[config.mk]
export PLATFORM = sky130hd
export DESIGN_NAME = utsc_ctrl
export DESIGN_NICKNAME = d
export VERILOG_FILES = /design/src/verilog/utsc_pkg.sv /design/src/verilog/utsc_ctrl.sv
export SDC_FILE = /design/constraint.sdc
export NUM_CORES = 1
export LEC_CHECK = 0
export BUFFER_PORTS_ARGS = -buffer_cell sky130_fd_sc_hd__buf_4
export CAP_MARGIN = 20
export CELL_PAD_IN_SITES_DETAIL_PLACEMENT = 1
export CELL_PAD_IN_SITES_GLOBAL_PLACEMENT = 2
export CORE_MARGIN = 5
export CORE_UTILIZATION = 41
export CTS_CLUSTER_SIZE = 24
export DETAILED_ROUTE_END_ITERATION = 16
export PLACE_DENSITY_LB_ADDON = 0.2
export REMOVE_ABC_BUFFERS = 1
export SETUP_SLACK_MARGIN = 0.2
export SYNTH_ARGS = -nofsm -noshare
export SYNTH_HDL_FRONTEND = slang
export SYNTH_SLANG_ARGS = --single-unit
[constraint.sdc]
create_clock -name sys_clk -period 4.97 [get_ports sys_clk]
set_input_delay 0.2485 -clock sys_clk [delete_from_list [all_inputs] [get_ports sys_clk]]
set_output_delay 0.2485 -clock sys_clk [all_outputs]
set_load 0.02 [all_outputs]
[src/verilog/utsc_pkg.sv]
`default_nettype none
package utsc_pkg;

   // Clock and bus timing
   localparam int CLK_MHZ        = 250;
   localparam int IDLE_TIME_MS   = 3;
   localparam int RESUME_TIME_MS = 20;
   localparam int IDLE_CYCLES    = IDLE_TIME_MS * 1000 * CLK_MHZ;
   localparam int RESUME_CYCLES  = RESUME_TIME_MS * 1000 * CLK_MHZ;
   localparam int CNT_W          = 23;

   // Geometry
   localparam int NUM_EP = 7;
   localparam int AW     = 6;
   localparam int DW     = 8;
   localparam int NFLAG  = 4;

   // Register offsets
   localparam logic [5:0] A_FLAGS       = 6'h00;
   localparam logic [5:0] A_CLEAR       = 6'h01;
   localparam logic [5:0] A_ENABLE      = 6'h02;
   localparam logic [5:0] A_LAST        = 6'h03;
   localparam logic [5:0] A_MODCTL      = 6'h04;
   localparam logic [5:0] A_CTLZERO     = 6'h05;
   localparam logic [5:0] A_ENDPOINT_CONTROL_BASE  = 6'h08;
   localparam logic [5:0] A_BDCTL_BASE  = 6'h10;
   localparam logic [5:0] A_BDCNT_BASE  = 6'h18;

   // Interrupt flag / enable / clear bit positions
   localparam int F_DONE   = 0;
   localparam int F_STALL  = 1;
   localparam int F_IDLE   = 2;
   localparam int F_RESUME = 3;

   // module_control bits
   localparam int MC_HOLD = 0;
   localparam int MC_WAKE = 1;
   // usb_control_zero bits
   localparam int CZ_LPEN   = 0;
   localparam int CZ_LPFLAG = 7;
   // endpoint_control bits
   localparam int EP_HSHK = 0;
   localparam int EP_HALT = 1;
   // descriptor control bits
   localparam int BD_HALT   = 2;
   localparam int BD_TOGGLE = 6;
   localparam int BD_OWN    = 7;
   // last-transaction information fields
   localparam int LT_EP_LSB = 4;
   localparam int LT_TX     = 3;
   localparam int LT_SETUP  = 2;

   typedef enum logic [1:0] {
      UTSC_TK_OUT   = 2'h0,
      UTSC_TK_IN    = 2'h1,
      UTSC_TK_SETUP = 2'h2
   } utsc_token_t;

   typedef enum logic [1:0] {
      UTSC_HS_NONE  = 2'h0,
      UTSC_HS_ACK   = 2'h1,
      UTSC_HS_NAK   = 2'h2,
      UTSC_HS_STALL = 2'h3
   } utsc_hs_t;

   typedef enum logic [1:0] {
      UTSC_PH_WAIT = 2'b01,
      UTSC_PH_DATA = 2'b10
   } utsc_phase_t;

   // One decoded transaction from the packet layer
   typedef struct packed {
      logic        valid;
      utsc_token_t kind;
      logic [3:0]  ep;
      logic        data1;
      logic [6:0]  count;
      logic        host_ack;
   } utsc_txn_t;

   // Engine answer for that transaction
   typedef struct packed {
      logic     valid;
      utsc_hs_t hs;
      logic     data1;
   } utsc_resp_t;

   typedef struct packed {
      logic        valid;
      logic [5:0]  addr;
      logic [7:0]  wdata;
      logic        wr;
      logic        rd;
   } utsc_reg_req_t;

endpackage
`default_nettype wire

[src/verilog/utsc_ctrl.sv]
`default_nettype none
module utsc_ctrl #(
   parameter int IDLE_CYCLES   = utsc_pkg::IDLE_CYCLES,
   parameter int RESUME_CYCLES = utsc_pkg::RESUME_CYCLES
) (
   input  wire logic                   sys_clk,
   input  wire logic                   sys_rst,
   input  wire utsc_pkg::utsc_reg_req_t reg_req,
   output logic [utsc_pkg::DW-1:0]     reg_rdata,
   input  wire utsc_pkg::utsc_txn_t    txn,
   output utsc_pkg::utsc_resp_t        resp,
   input  wire logic                   bus_activity,
   input  wire logic                   line_k,
   input  wire logic                   deep_stop_mode,
   output logic                        token_hold,
   output logic                        resume_drive,
   output logic                        usb_irq,
   output logic                        async_wake
);

   typedef struct packed {
      logic [utsc_pkg::NFLAG-1:0]             flags;
      logic [utsc_pkg::NFLAG-1:0]             enables;
      logic [7:0]                             last;
      logic                                   hold;
      logic                                   wake;
      logic                                   lp_en;
      logic                                   lp_flag;
      logic [utsc_pkg::NUM_EP-1:0][7:0]       ep_ctl;
      logic [utsc_pkg::NUM_EP-1:0][7:0]       bd_ctl;
      logic [utsc_pkg::NUM_EP-1:0][7:0]       bd_cnt;
      utsc_pkg::utsc_phase_t                  phase;
      logic                                   dir_valid;
      logic                                   dir_tx;
      logic [utsc_pkg::CNT_W-1:0]             idle_cnt;
      logic [utsc_pkg::CNT_W-1:0]             k_cnt;
      logic [7:0]                             rdata;
      utsc_pkg::utsc_resp_t                   resp;
   } utsc_state_t;

   utsc_state_t s;
   utsc_state_t next_s;

   logic [utsc_pkg::NFLAG-1:0] clr;
   logic [utsc_pkg::NFLAG-1:0] set;
   logic [2:0]                 ep;
   logic                       in_range;
   logic                       hshk;
   logic                       halted;
   logic                       owned;
   logic                       is_tx;
   logic                       is_setup;
   logic                       status_now;
   logic                       expect1;
   logic                       seq_ok;
   logic                       complete;

   localparam logic [utsc_pkg::CNT_W-1:0] IDLE_LIM = utsc_pkg::CNT_W'(IDLE_CYCLES);
   localparam logic [utsc_pkg::CNT_W-1:0] K_LIM    = utsc_pkg::CNT_W'(RESUME_CYCLES - 1);

   always_comb begin
      next_s     = s;
      next_s.resp  = '0;
      next_s.rdata = '0;
      clr        = '0;
      set        = '0;
      ep         = txn.ep[2:0];
      in_range   = (txn.ep < 4'(utsc_pkg::NUM_EP));
      hshk       = s.ep_ctl[ep][utsc_pkg::EP_HSHK];
      halted     = s.ep_ctl[ep][utsc_pkg::EP_HALT] | s.bd_ctl[ep][utsc_pkg::BD_HALT];
      owned      = s.bd_ctl[ep][utsc_pkg::BD_OWN];
      is_tx      = (txn.kind == utsc_pkg::UTSC_TK_IN);
      is_setup   = (txn.kind == utsc_pkg::UTSC_TK_SETUP);
      status_now = (ep == 3'h0) && (s.phase == utsc_pkg::UTSC_PH_DATA)
                   && s.dir_valid && (is_tx != s.dir_tx);
      // SETUP is always DATA0; status stage always DATA1
      if (is_setup) begin
         expect1 = 1'b0;
      end else if (status_now) begin
         expect1 = 1'b1;
      end else begin
         expect1 = s.bd_ctl[ep][utsc_pkg::BD_TOGGLE];
      end
      seq_ok   = !hshk || is_tx || (txn.data1 == expect1);
      complete = 1'b0;

      // Register reads: data stands in the following cycle only
      if (reg_req.rd) begin
         case (reg_req.addr)
            utsc_pkg::A_FLAGS:   next_s.rdata = {4'h0, s.flags};
            utsc_pkg::A_ENABLE:  next_s.rdata = {4'h0, s.enables};
            utsc_pkg::A_LAST:    next_s.rdata = s.last;
            utsc_pkg::A_MODCTL:  next_s.rdata = {6'h00, s.wake, s.hold};
            utsc_pkg::A_CTLZERO: next_s.rdata = {s.lp_flag, 6'h00, s.lp_en};
            default: begin
               for (int i = 0; i < utsc_pkg::NUM_EP; i++) begin
                  if (reg_req.addr == utsc_pkg::A_ENDPOINT_CONTROL_BASE + 6'(i)) begin
                     next_s.rdata = s.ep_ctl[i];
                  end
                  if (reg_req.addr == utsc_pkg::A_BDCTL_BASE + 6'(i)) begin
                     next_s.rdata = s.bd_ctl[i];
                  end
                  if (reg_req.addr == utsc_pkg::A_BDCNT_BASE + 6'(i)) begin
                     next_s.rdata = s.bd_cnt[i];
                  end
               end
            end
         endcase
      end

      // Register writes; hardware events below take precedence
      if (reg_req.wr) begin
         case (reg_req.addr)
            utsc_pkg::A_CLEAR:  clr = reg_req.wdata[utsc_pkg::NFLAG-1:0];
            utsc_pkg::A_ENABLE: next_s.enables = reg_req.wdata[utsc_pkg::NFLAG-1:0];
            utsc_pkg::A_MODCTL: begin
               next_s.hold = reg_req.wdata[utsc_pkg::MC_HOLD];
               next_s.wake = reg_req.wdata[utsc_pkg::MC_WAKE];
            end
            utsc_pkg::A_CTLZERO: next_s.lp_en = reg_req.wdata[utsc_pkg::CZ_LPEN];
            default: begin
               for (int i = 0; i < utsc_pkg::NUM_EP; i++) begin
                  if (reg_req.addr == utsc_pkg::A_ENDPOINT_CONTROL_BASE + 6'(i)) begin
                     next_s.ep_ctl[i] = reg_req.wdata;
                  end
                  if (reg_req.addr == utsc_pkg::A_BDCTL_BASE + 6'(i)) begin
                     next_s.bd_ctl[i] = reg_req.wdata;
                  end
                  if (reg_req.addr == utsc_pkg::A_BDCNT_BASE + 6'(i)) begin
                     next_s.bd_cnt[i] = reg_req.wdata;
                  end
               end
            end
         endcase
      end

      // Transaction engine
      if (txn.valid && in_range) begin
         next_s.resp.valid = 1'b1;
         if (halted) begin
            if (hshk) begin
               next_s.resp.hs = utsc_pkg::UTSC_HS_STALL;
               set[utsc_pkg::F_STALL] = 1'b1;
            end
         end else if ((s.hold && !is_setup) || !owned) begin
            if (hshk) begin
               next_s.resp.hs = utsc_pkg::UTSC_HS_NAK;
            end
         end else begin
            // Isochronous: no handshake, DATA0 on send
            next_s.resp.hs    = hshk ? utsc_pkg::UTSC_HS_ACK : utsc_pkg::UTSC_HS_NONE;
            next_s.resp.data1 = hshk & is_tx & expect1;
            complete = seq_ok && (!is_tx || !hshk || txn.host_ack);
         end
      end

      if (complete) begin
         set[utsc_pkg::F_DONE] = 1'b1;
         next_s.last = {1'b0, ep, is_tx, is_setup, 2'h0};
         next_s.bd_ctl[ep][utsc_pkg::BD_OWN] = 1'b0;
         if (!is_tx) begin
            next_s.bd_cnt[ep] = {1'b0, txn.count};
         end
         if (hshk) begin
            next_s.bd_ctl[ep][utsc_pkg::BD_TOGGLE] = ~expect1;
         end
         if (is_setup) begin
            next_s.hold      = 1'b1;
            next_s.phase     = utsc_pkg::UTSC_PH_DATA;
            next_s.dir_valid = 1'b0;
            next_s.bd_ctl[ep][utsc_pkg::BD_TOGGLE] = 1'b1;
         end else if (ep == 3'h0) begin
            if (status_now) begin
               next_s.phase = utsc_pkg::UTSC_PH_WAIT;
            end else if (!s.dir_valid) begin
               next_s.dir_valid = 1'b1;
               next_s.dir_tx    = is_tx;
            end
         end
      end

      // Idle-suspend detection: strictly more than the idle time
      if (bus_activity) begin
         next_s.idle_cnt = '0;
      end else if (s.idle_cnt < IDLE_LIM) begin
         next_s.idle_cnt = s.idle_cnt + 1'b1;
      end else if (s.idle_cnt == IDLE_LIM) begin
         next_s.idle_cnt = s.idle_cnt + 1'b1;
         set[utsc_pkg::F_IDLE] = 1'b1;
      end

      // Host resume: K state held for the full resume time
      if (!line_k) begin
         next_s.k_cnt = '0;
      end else if (s.k_cnt < K_LIM) begin
         next_s.k_cnt = s.k_cnt + 1'b1;
      end else if (s.k_cnt == K_LIM) begin
         next_s.k_cnt = s.k_cnt + 1'b1;
         set[utsc_pkg::F_RESUME] = 1'b1;
      end

      // Set wins over a clear in the same cycle
      next_s.flags = (s.flags & ~clr) | set;

      // Clearing the enable also clears the low-power flag
      next_s.lp_flag = next_s.lp_en & (s.lp_flag | (deep_stop_mode & line_k));
   end

   always_ff @(posedge sys_clk) begin
      if (sys_rst) begin
         s       <= '0;
         s.phase <= utsc_pkg::UTSC_PH_WAIT;
      end else begin
         s <= next_s;
      end
   end

   assign reg_rdata    = s.rdata;
   assign resp         = s.resp;
   assign token_hold   = s.hold;
   assign resume_drive = s.wake;
   // Normal interrupt only while running; the wake path shares the line before the flag registers
   assign usb_irq      = ((|(s.flags & s.enables)) & ~deep_stop_mode)
                         | s.lp_flag | async_wake;
   // Clockless wake path for a stopped clock
   assign async_wake   = s.lp_en & deep_stop_mode & line_k;

endmodule
`default_nettype wire

==> results of run 1 <==
[through the flow]
step | instances | utilization | setup slack (ps) | cell area (sq um)
floorplan | 1389 | - | 968 | 12100
global placement | 1863 | 0.434 | 1750 | 13300
detailed placement | 1865 | 0.434 | 1700 | 13300
CTS | 1925 | 0.468 | 2070 | 14300
global route | 1927 | 0.469 | 1900 | 14300
finish | 1927 | 0.469 | 2070 | 14300
[cells in the final DEF (no fill, tap or decap), drive strengths merged, types with 6 or more instances in the layout]
cell    instances
nor2          140
nor3           30
nand2         168
xnor2           7
o211ai         15
a311oi         10
o21ai          47
and2            7
mux2           20
clkinv          7
nand4          18
a211oi         14
a221oi         14
a41o           43
nor2b           9
nor3b           6
and3           18
nor4           11
a21oi         157
or4            12
o21a            7
a22oi          23
or3            16
and4            6
o22ai          24
a22o            6
xor2           16
dfxtp         247
nand3          82
inv            18
buf            82
nand2b         13
clkbuf         44
mux2i         102
o31ai           6
[tightest hold or removal path: cells and delay by family]
| kind | cells | cell delay, ps |
|---|---|---|
| buf+inv | 1 | 150 |
| compound gates | 1 | 60 |
| simple gates | 1 | 100 |
[cell type report]
| class | instances | area, sq um |
|---|---|---|
| Clock buffer | 44 | 893 |
| Clock inverter | 11 | 100 |
| Fill cell | 3621 | 16200 |
| Inverter | 17 | 63.8 |
| Multi-Input combinational cell | 1125 | 7150 |
| Sequential cell | 247 | 4940 |
| Tap cell | 396 | 495 |
| Timing Repair Buffer | 87 | 706 |
[power by group]
part / switching (uW) / internal [uW] / leakage, uW / total [uW]
registers: 6.31 / 1990 / 0.00199 / 2000
logic: 238 / 94.4 / 0.00287 / 332
clock network: 913 / 1290 / 0.000490 / 2210
[worst paths after layout]
check | startpoint | to | slack, ps | cells past startpoint
worst max-delay path | s[140] | s[93] | 2070 | 8
worst min-delay path | reg_req[1] | resume_drive | 50 | 3
worst max register to register | s[140] | s[93] | 2070 | 8
worst min register to register | s[56] | s[56] | 450 | 1
[kinds of logic (layout without fill, tap and decap cells)]
group / after synthesis / in the layout / share of synthesized area
buffers and inverters: 142 / 159 / 0.0490
muxes: 125 / 125 / 0.104
AOI/OAI and AO/OA: 417 / 417 / 0.222
DFF: 247 / 247 / 0.390
adders and majority gates: 3 / 3 / 0.00296
and+or+nand+nor: 557 / 557 / 0.216
xor gates and xnor gates: 23 / 23 / 0.0159
[per-layer routing]
| metal | GRT usage | wire length [microns] | vias up |
|---|---|---|---|
| met4 | 0.0839 | 1650 | 0 |
| met3 | 0.0365 | 2860 | 97 |
| met5 | 0 | 0 | - |
| met1 | 0.374 | 21300 | 6062 |
| li1 | - | - | 5586 |
| met2 | 0.460 | 22700 | 399 |
==> qor.csv, run 1 <==
metric,value,unit
crit_chain,"inv_1, a221o_1, a211o_1, a41o_1, o21ai_4, buf_12, nand4_2, and3_1",
ys.flop_type,dfxtp_1,
synth_common_cells,"dfxtp_1, nand2_1, a21oi_1, nor2_1, mux2i_1",
drt_pass1_iterations,5,
skew,16.1,ps
ys_ff_latch,247,
placementRows,64,
hold_viol_final,0,
drv_cap,0,
worstSetupPathType,flip-flop to flip-flop,
ys_warn_count,0,
netlist_area,0.0127,sq mm
hpwl,33400,microns
antenna_found_initial,1,
maxSlewHeadroom,0.177,
grt_pass1_wl,74300,microns
die_height,186,microns
synthCells,1514,
maxSlewViolCount,0,
clk_latency,580,ps
ant_nets,0,
synth_top_area_share,0.390,
hold_ws,48.9,ps
synth_area_leaders,"dfxtp_1, mux2i_1, a21oi_1",
slowest_stage,o21ai_4,
viasPerCell,6.30,
cts_max_path_buffers,3,
cts.htree.levels,1,
fin_crit,2900,ps
min_period_over_period,0.584,
hold_class,input port to flip-flop,
portBuffers,52,
drc,0,
synth_top_area_cell,dfxtp_1,
num_vias,12144,
cts_setup_buffers,0,
initial_core_util,0.415,
grt_pass1_vias,12076,
yosysMostFrequentCell,dfxtp_1,
p_leak,0.00535,uW
critPathRequiredTime,5440,ps
antennaDiodeCount,0,
io_pins,54,
grt_overflow,0,
drt_iter0_drc,986,
slowest_delay,550,ps
cts-buffers-inserted,30,
cp-end-kind,flip-flop,
ys_seq_area_frac,0.390,
core_area,0.0306,sq mm
drive_gt1_frac,0.124,
power_density,316,mW/mm^2
tritoncts,built,
outcome,finished clean,
wl_per_cell,25.2,microns
p_total,4530,uW
cts-root-buf,clkbuf_16,
cts_hold_buf,5,
synth_edf_count,0,
final.setup.tns,0,ps
crit_path_start_kind,flip-flop,
worst_path_dominant_cell_family,compound AO/OA/AOI/OAI gates,
syn_area_per_cell,8.38,sq um
nets,1549,
fp.dieW,186,microns
async_reset_ff_frac,0,
fmax,0.344,GHz
grtUsageTotal,0.276,
vdd_drop_max,0.241,mV
ys_types,83,
area_growth_syn_to_layout,13.1,%
drt_wl_total,48500,microns
rsz0062_at_grt,no,
crit_buf_inv,2,
path_clk_slew,60,ps
cts.sinks,247,
worst_slew_pin_slew,1230,ps
cts_resized,0,
finalSetupViolCount,0,
cp_max_fo,26,
place.gp.congestion,0.958,
dieArea,0.0346,sq mm
grt_start_max_net_pins,75,
worstPathArrival,3370,ps
No activity file was read; power rests on OpenSTA's default activity.
==> run 2: changes to the inputs <==
Settings changed: ABC_AREA set to 1, CORE_UTILIZATION 41 to 31.
Clock period 4.97 ns to 2.6 ns, I/O delays scaled along.
==> run 2 against run 1 <==
Net effect: flip-flop and latch count stayed put; cell area is 6.8% higher; first-iteration DRC count is 42% lower; critical path depth is 7 higher; non-clock buffer count is 125 higher; via count is 2.6% higher; hold slack worse by 27 ps; setup slack worse by 1900 ps; synthesized cell count is 18% higher; combinational power is 64% higher; total power is 94% higher.
==> qor.csv, run 2 <==
metric,value,unit
outcome,finished clean,
core_area,0.0384,sq mm
grt_pass1_vias,12615,
synth_xor_area_frac,0.00220,
path_clk_slew,60,ps
cts_max_path_buffers,3,
final_common_cell,nand2_1,
yosysMostFrequentCell,nand2_1,
die_height,206,microns
netlist_area,0.0120,sq mm
drt_wl_total,47900,microns
multi_input_comb_area,0.00614,sq mm
portBuffers,52,
min_to,s[51],
ant_nets,0,
worst-r2r-setup-slack,180,ps
hold-path-cell-count,4,
area_growth_syn_to_layout,28.2,%
synthCells,1779,
ys_ff_latch,247,
hold_ws,21.9,ps
drc,0,
synth_top_area_cell,dfxtp_1,
hp-start,bus_activity,
drv_cap,0,
io_pins,54,
worst_slew_pin_slew,878,ps
ys.flop_type,dfxtp_1,
fin_cells,2481,
placementRows,72,
fin_area,0.0153,sq mm
fin_util,0.399,
hpwl,34300,microns
power_density,573,mW/mm^2
vdd_drop_max,0.521,mV
synthSimpleGateAreaFrac,0.277,
dieArea,0.0426,sq mm
fillers,4878,
placedCellCount,2369,
synthMuxAreaShare,0,
top_layer_used,met4,
antennaDiodeCount,0,
critPathRequiredTime,3060,ps
nets,1983,
regToRegStartpoint,s[13],
cp_max_fo,6,
place_area,0.0135,sq mm
wl_met2,21700,microns
worstSetupPathType,flip-flop to flip-flop,
crit_start,s[13],
grt_pass1_wl,73700,microns
hold_viol_final,0,
clk_latency,580,ps
place.gp.congestion,0.880,
worstPathArrival,2880,ps
fin_crit,2420,ps
antenna_found_initial,0,
cts-root-buf,clkbuf_16,
cts.htree.levels,1,
synth_edf_count,0,
crit_path_start_kind,flip-flop,
drive_gt1_frac,0.171,
seqCellArea,0.00495,sq mm
met1_length,23600,microns
cts.sinks,247,
grtUsageTotal,0.221,
r2r_end,s[28],
ys_warn_count,0,
drt_pass1_iterations,5,
cts-buffers-inserted,30,
fp.dieW,206,microns
initial_core_util,0.312,
min_period_over_period,0.931,
maxSlewViolCount,0,
synth_compound_area_frac,0.207,
p_total,8780,uW
cp-end-kind,flip-flop,
async_reset_ff_frac,0,
hold_class,input port to flip-flop,
synth_area_leaders,"dfxtp_1, nand2_1, o21ai_0",
grt_overflow,0,
finalSetupViolCount,0,
ys_types,45,
wl_per_cell,19.3,microns
skew,18.6,ps
ys_seq_area_frac,0.414,
wl_met3,1590,microns
rsz0062_at_grt,yes,
syn_area_per_cell,6.72,sq um
synth_common_cells,"nand2_1, dfxtp_1, nor2_1, o21ai_0, inv_1",
maxSlewHeadroom,0.412,
viasPerCell,5.02,
fmax,0.413,GHz
synth_top_area_share,0.414,
final_cell_mix,"nand2_1, dfxtp_1, nor2_1",
grt_start_max_net_pins,50,
drt_iter0_drc,573,
num_vias,12457,
reg2reg_depth,15,
p_leak,0.00617,uW
synthAdderAreaFrac,0.00314,
tritoncts,built,
synth_top_family_by_area,simple AND/OR/NAND/NOR gates,
==> run 2: cell types whose count changed in the layout (fill, tap and decap cells not counted), sizes merged, moves of 21 or more <==
cell / before / now
nand2: 168 / 352
inv: 18 / 202
a22oi: 23 / 2
nand3: 82 / 44
a41o: 43 / 0
nor2: 140 / 250
mux2i: 102 / 0
buf: 82 / 187
o21ai: 47 / 234
nand4: 18 / 62
==> run 2: worst max path at each step <==
stage             end  slack, ps  cells after the start
2_1_floorplan  s[156]        160                     12
3_3_place_gp    s[75]       -130                     17
3_5_place_dp    s[88]       -130                     17
4_1_cts         s[75]        160                     14
5_1_grt         s[34]         -8                     16
6_report        s[28]        180                     15
==> run 2: layer usage <==
metal,vias up,global-route usage
met5,-,0
met4,0,0.0523
met3,55,0.0253
met2,173,0.363
met1,6005,0.313
li1,6224,-
==> run 2: worst max-delay path: stages (launching register included) <==
cell     delay [ps]
dfxtp_2         360
ha_4            150
nand2_4          50
nor3_2          160
inv_1            90
nor4_2          210
nand4_1         170
nand2_2         150
inv_2            60
nor2_4           90
nand4_1         160
nor2_2          200
nand2_4         120
buf_6           140
nor3_4          120
nor3b_2          60
==> run 2: metrics by stage <==
step                setup TNS (ps)  setup WS (ps)
finish                           0            178
global route                 -7.78          -7.78
CTS                              0            158
detailed placement           -1830           -134
global placement             -1490           -134
floorplan                        0            161
==> run 2: logic make-up (layout without fill, tap and decap cells) <==
logic type,Yosys count,in the layout
XOR/XNOR,3,3
AO/OA/AOI/OAI,461,461
flip-flops,247,247
adder cells (fa/ha/maj),3,3
AND/OR/NAND/NOR,773,774
buffers and inverters,292,475
==> run 2: timing repair <==
| item | CTS | global route |
|---|---|---|
| resized for setup | 29 | 75 |
| pin swaps | 17 | 32 |
| setup endpoints to repair | 76 | 72 |
| endpoints found under the hold margin | 79 | 0 |
| hold buffers | 25 | 0 |
| buffers inserted | 15 | 18 |
| gates cloned | 0 | 1 |
==> run 2: report_power, final <==
| group | leakage (uW) | internal (uW) | switching (uW) |
|---|---|---|---|
| registers | 0.00199 | 3810 | 14.5 |
| logic | 0.00366 | 172 | 372 |
| clock network | 0.000520 | 2690 | 1730 |
==> run 2: final cells by class <==
type                    instances  area share
clock buffers                  46      0.0621
clock inverters                 7     0.00555
inverters                     210      0.0522
multi-input cells            1241       0.400
flip-flops and latches        247       0.323
well taps                     518      0.0423
repair buffers                212       0.115
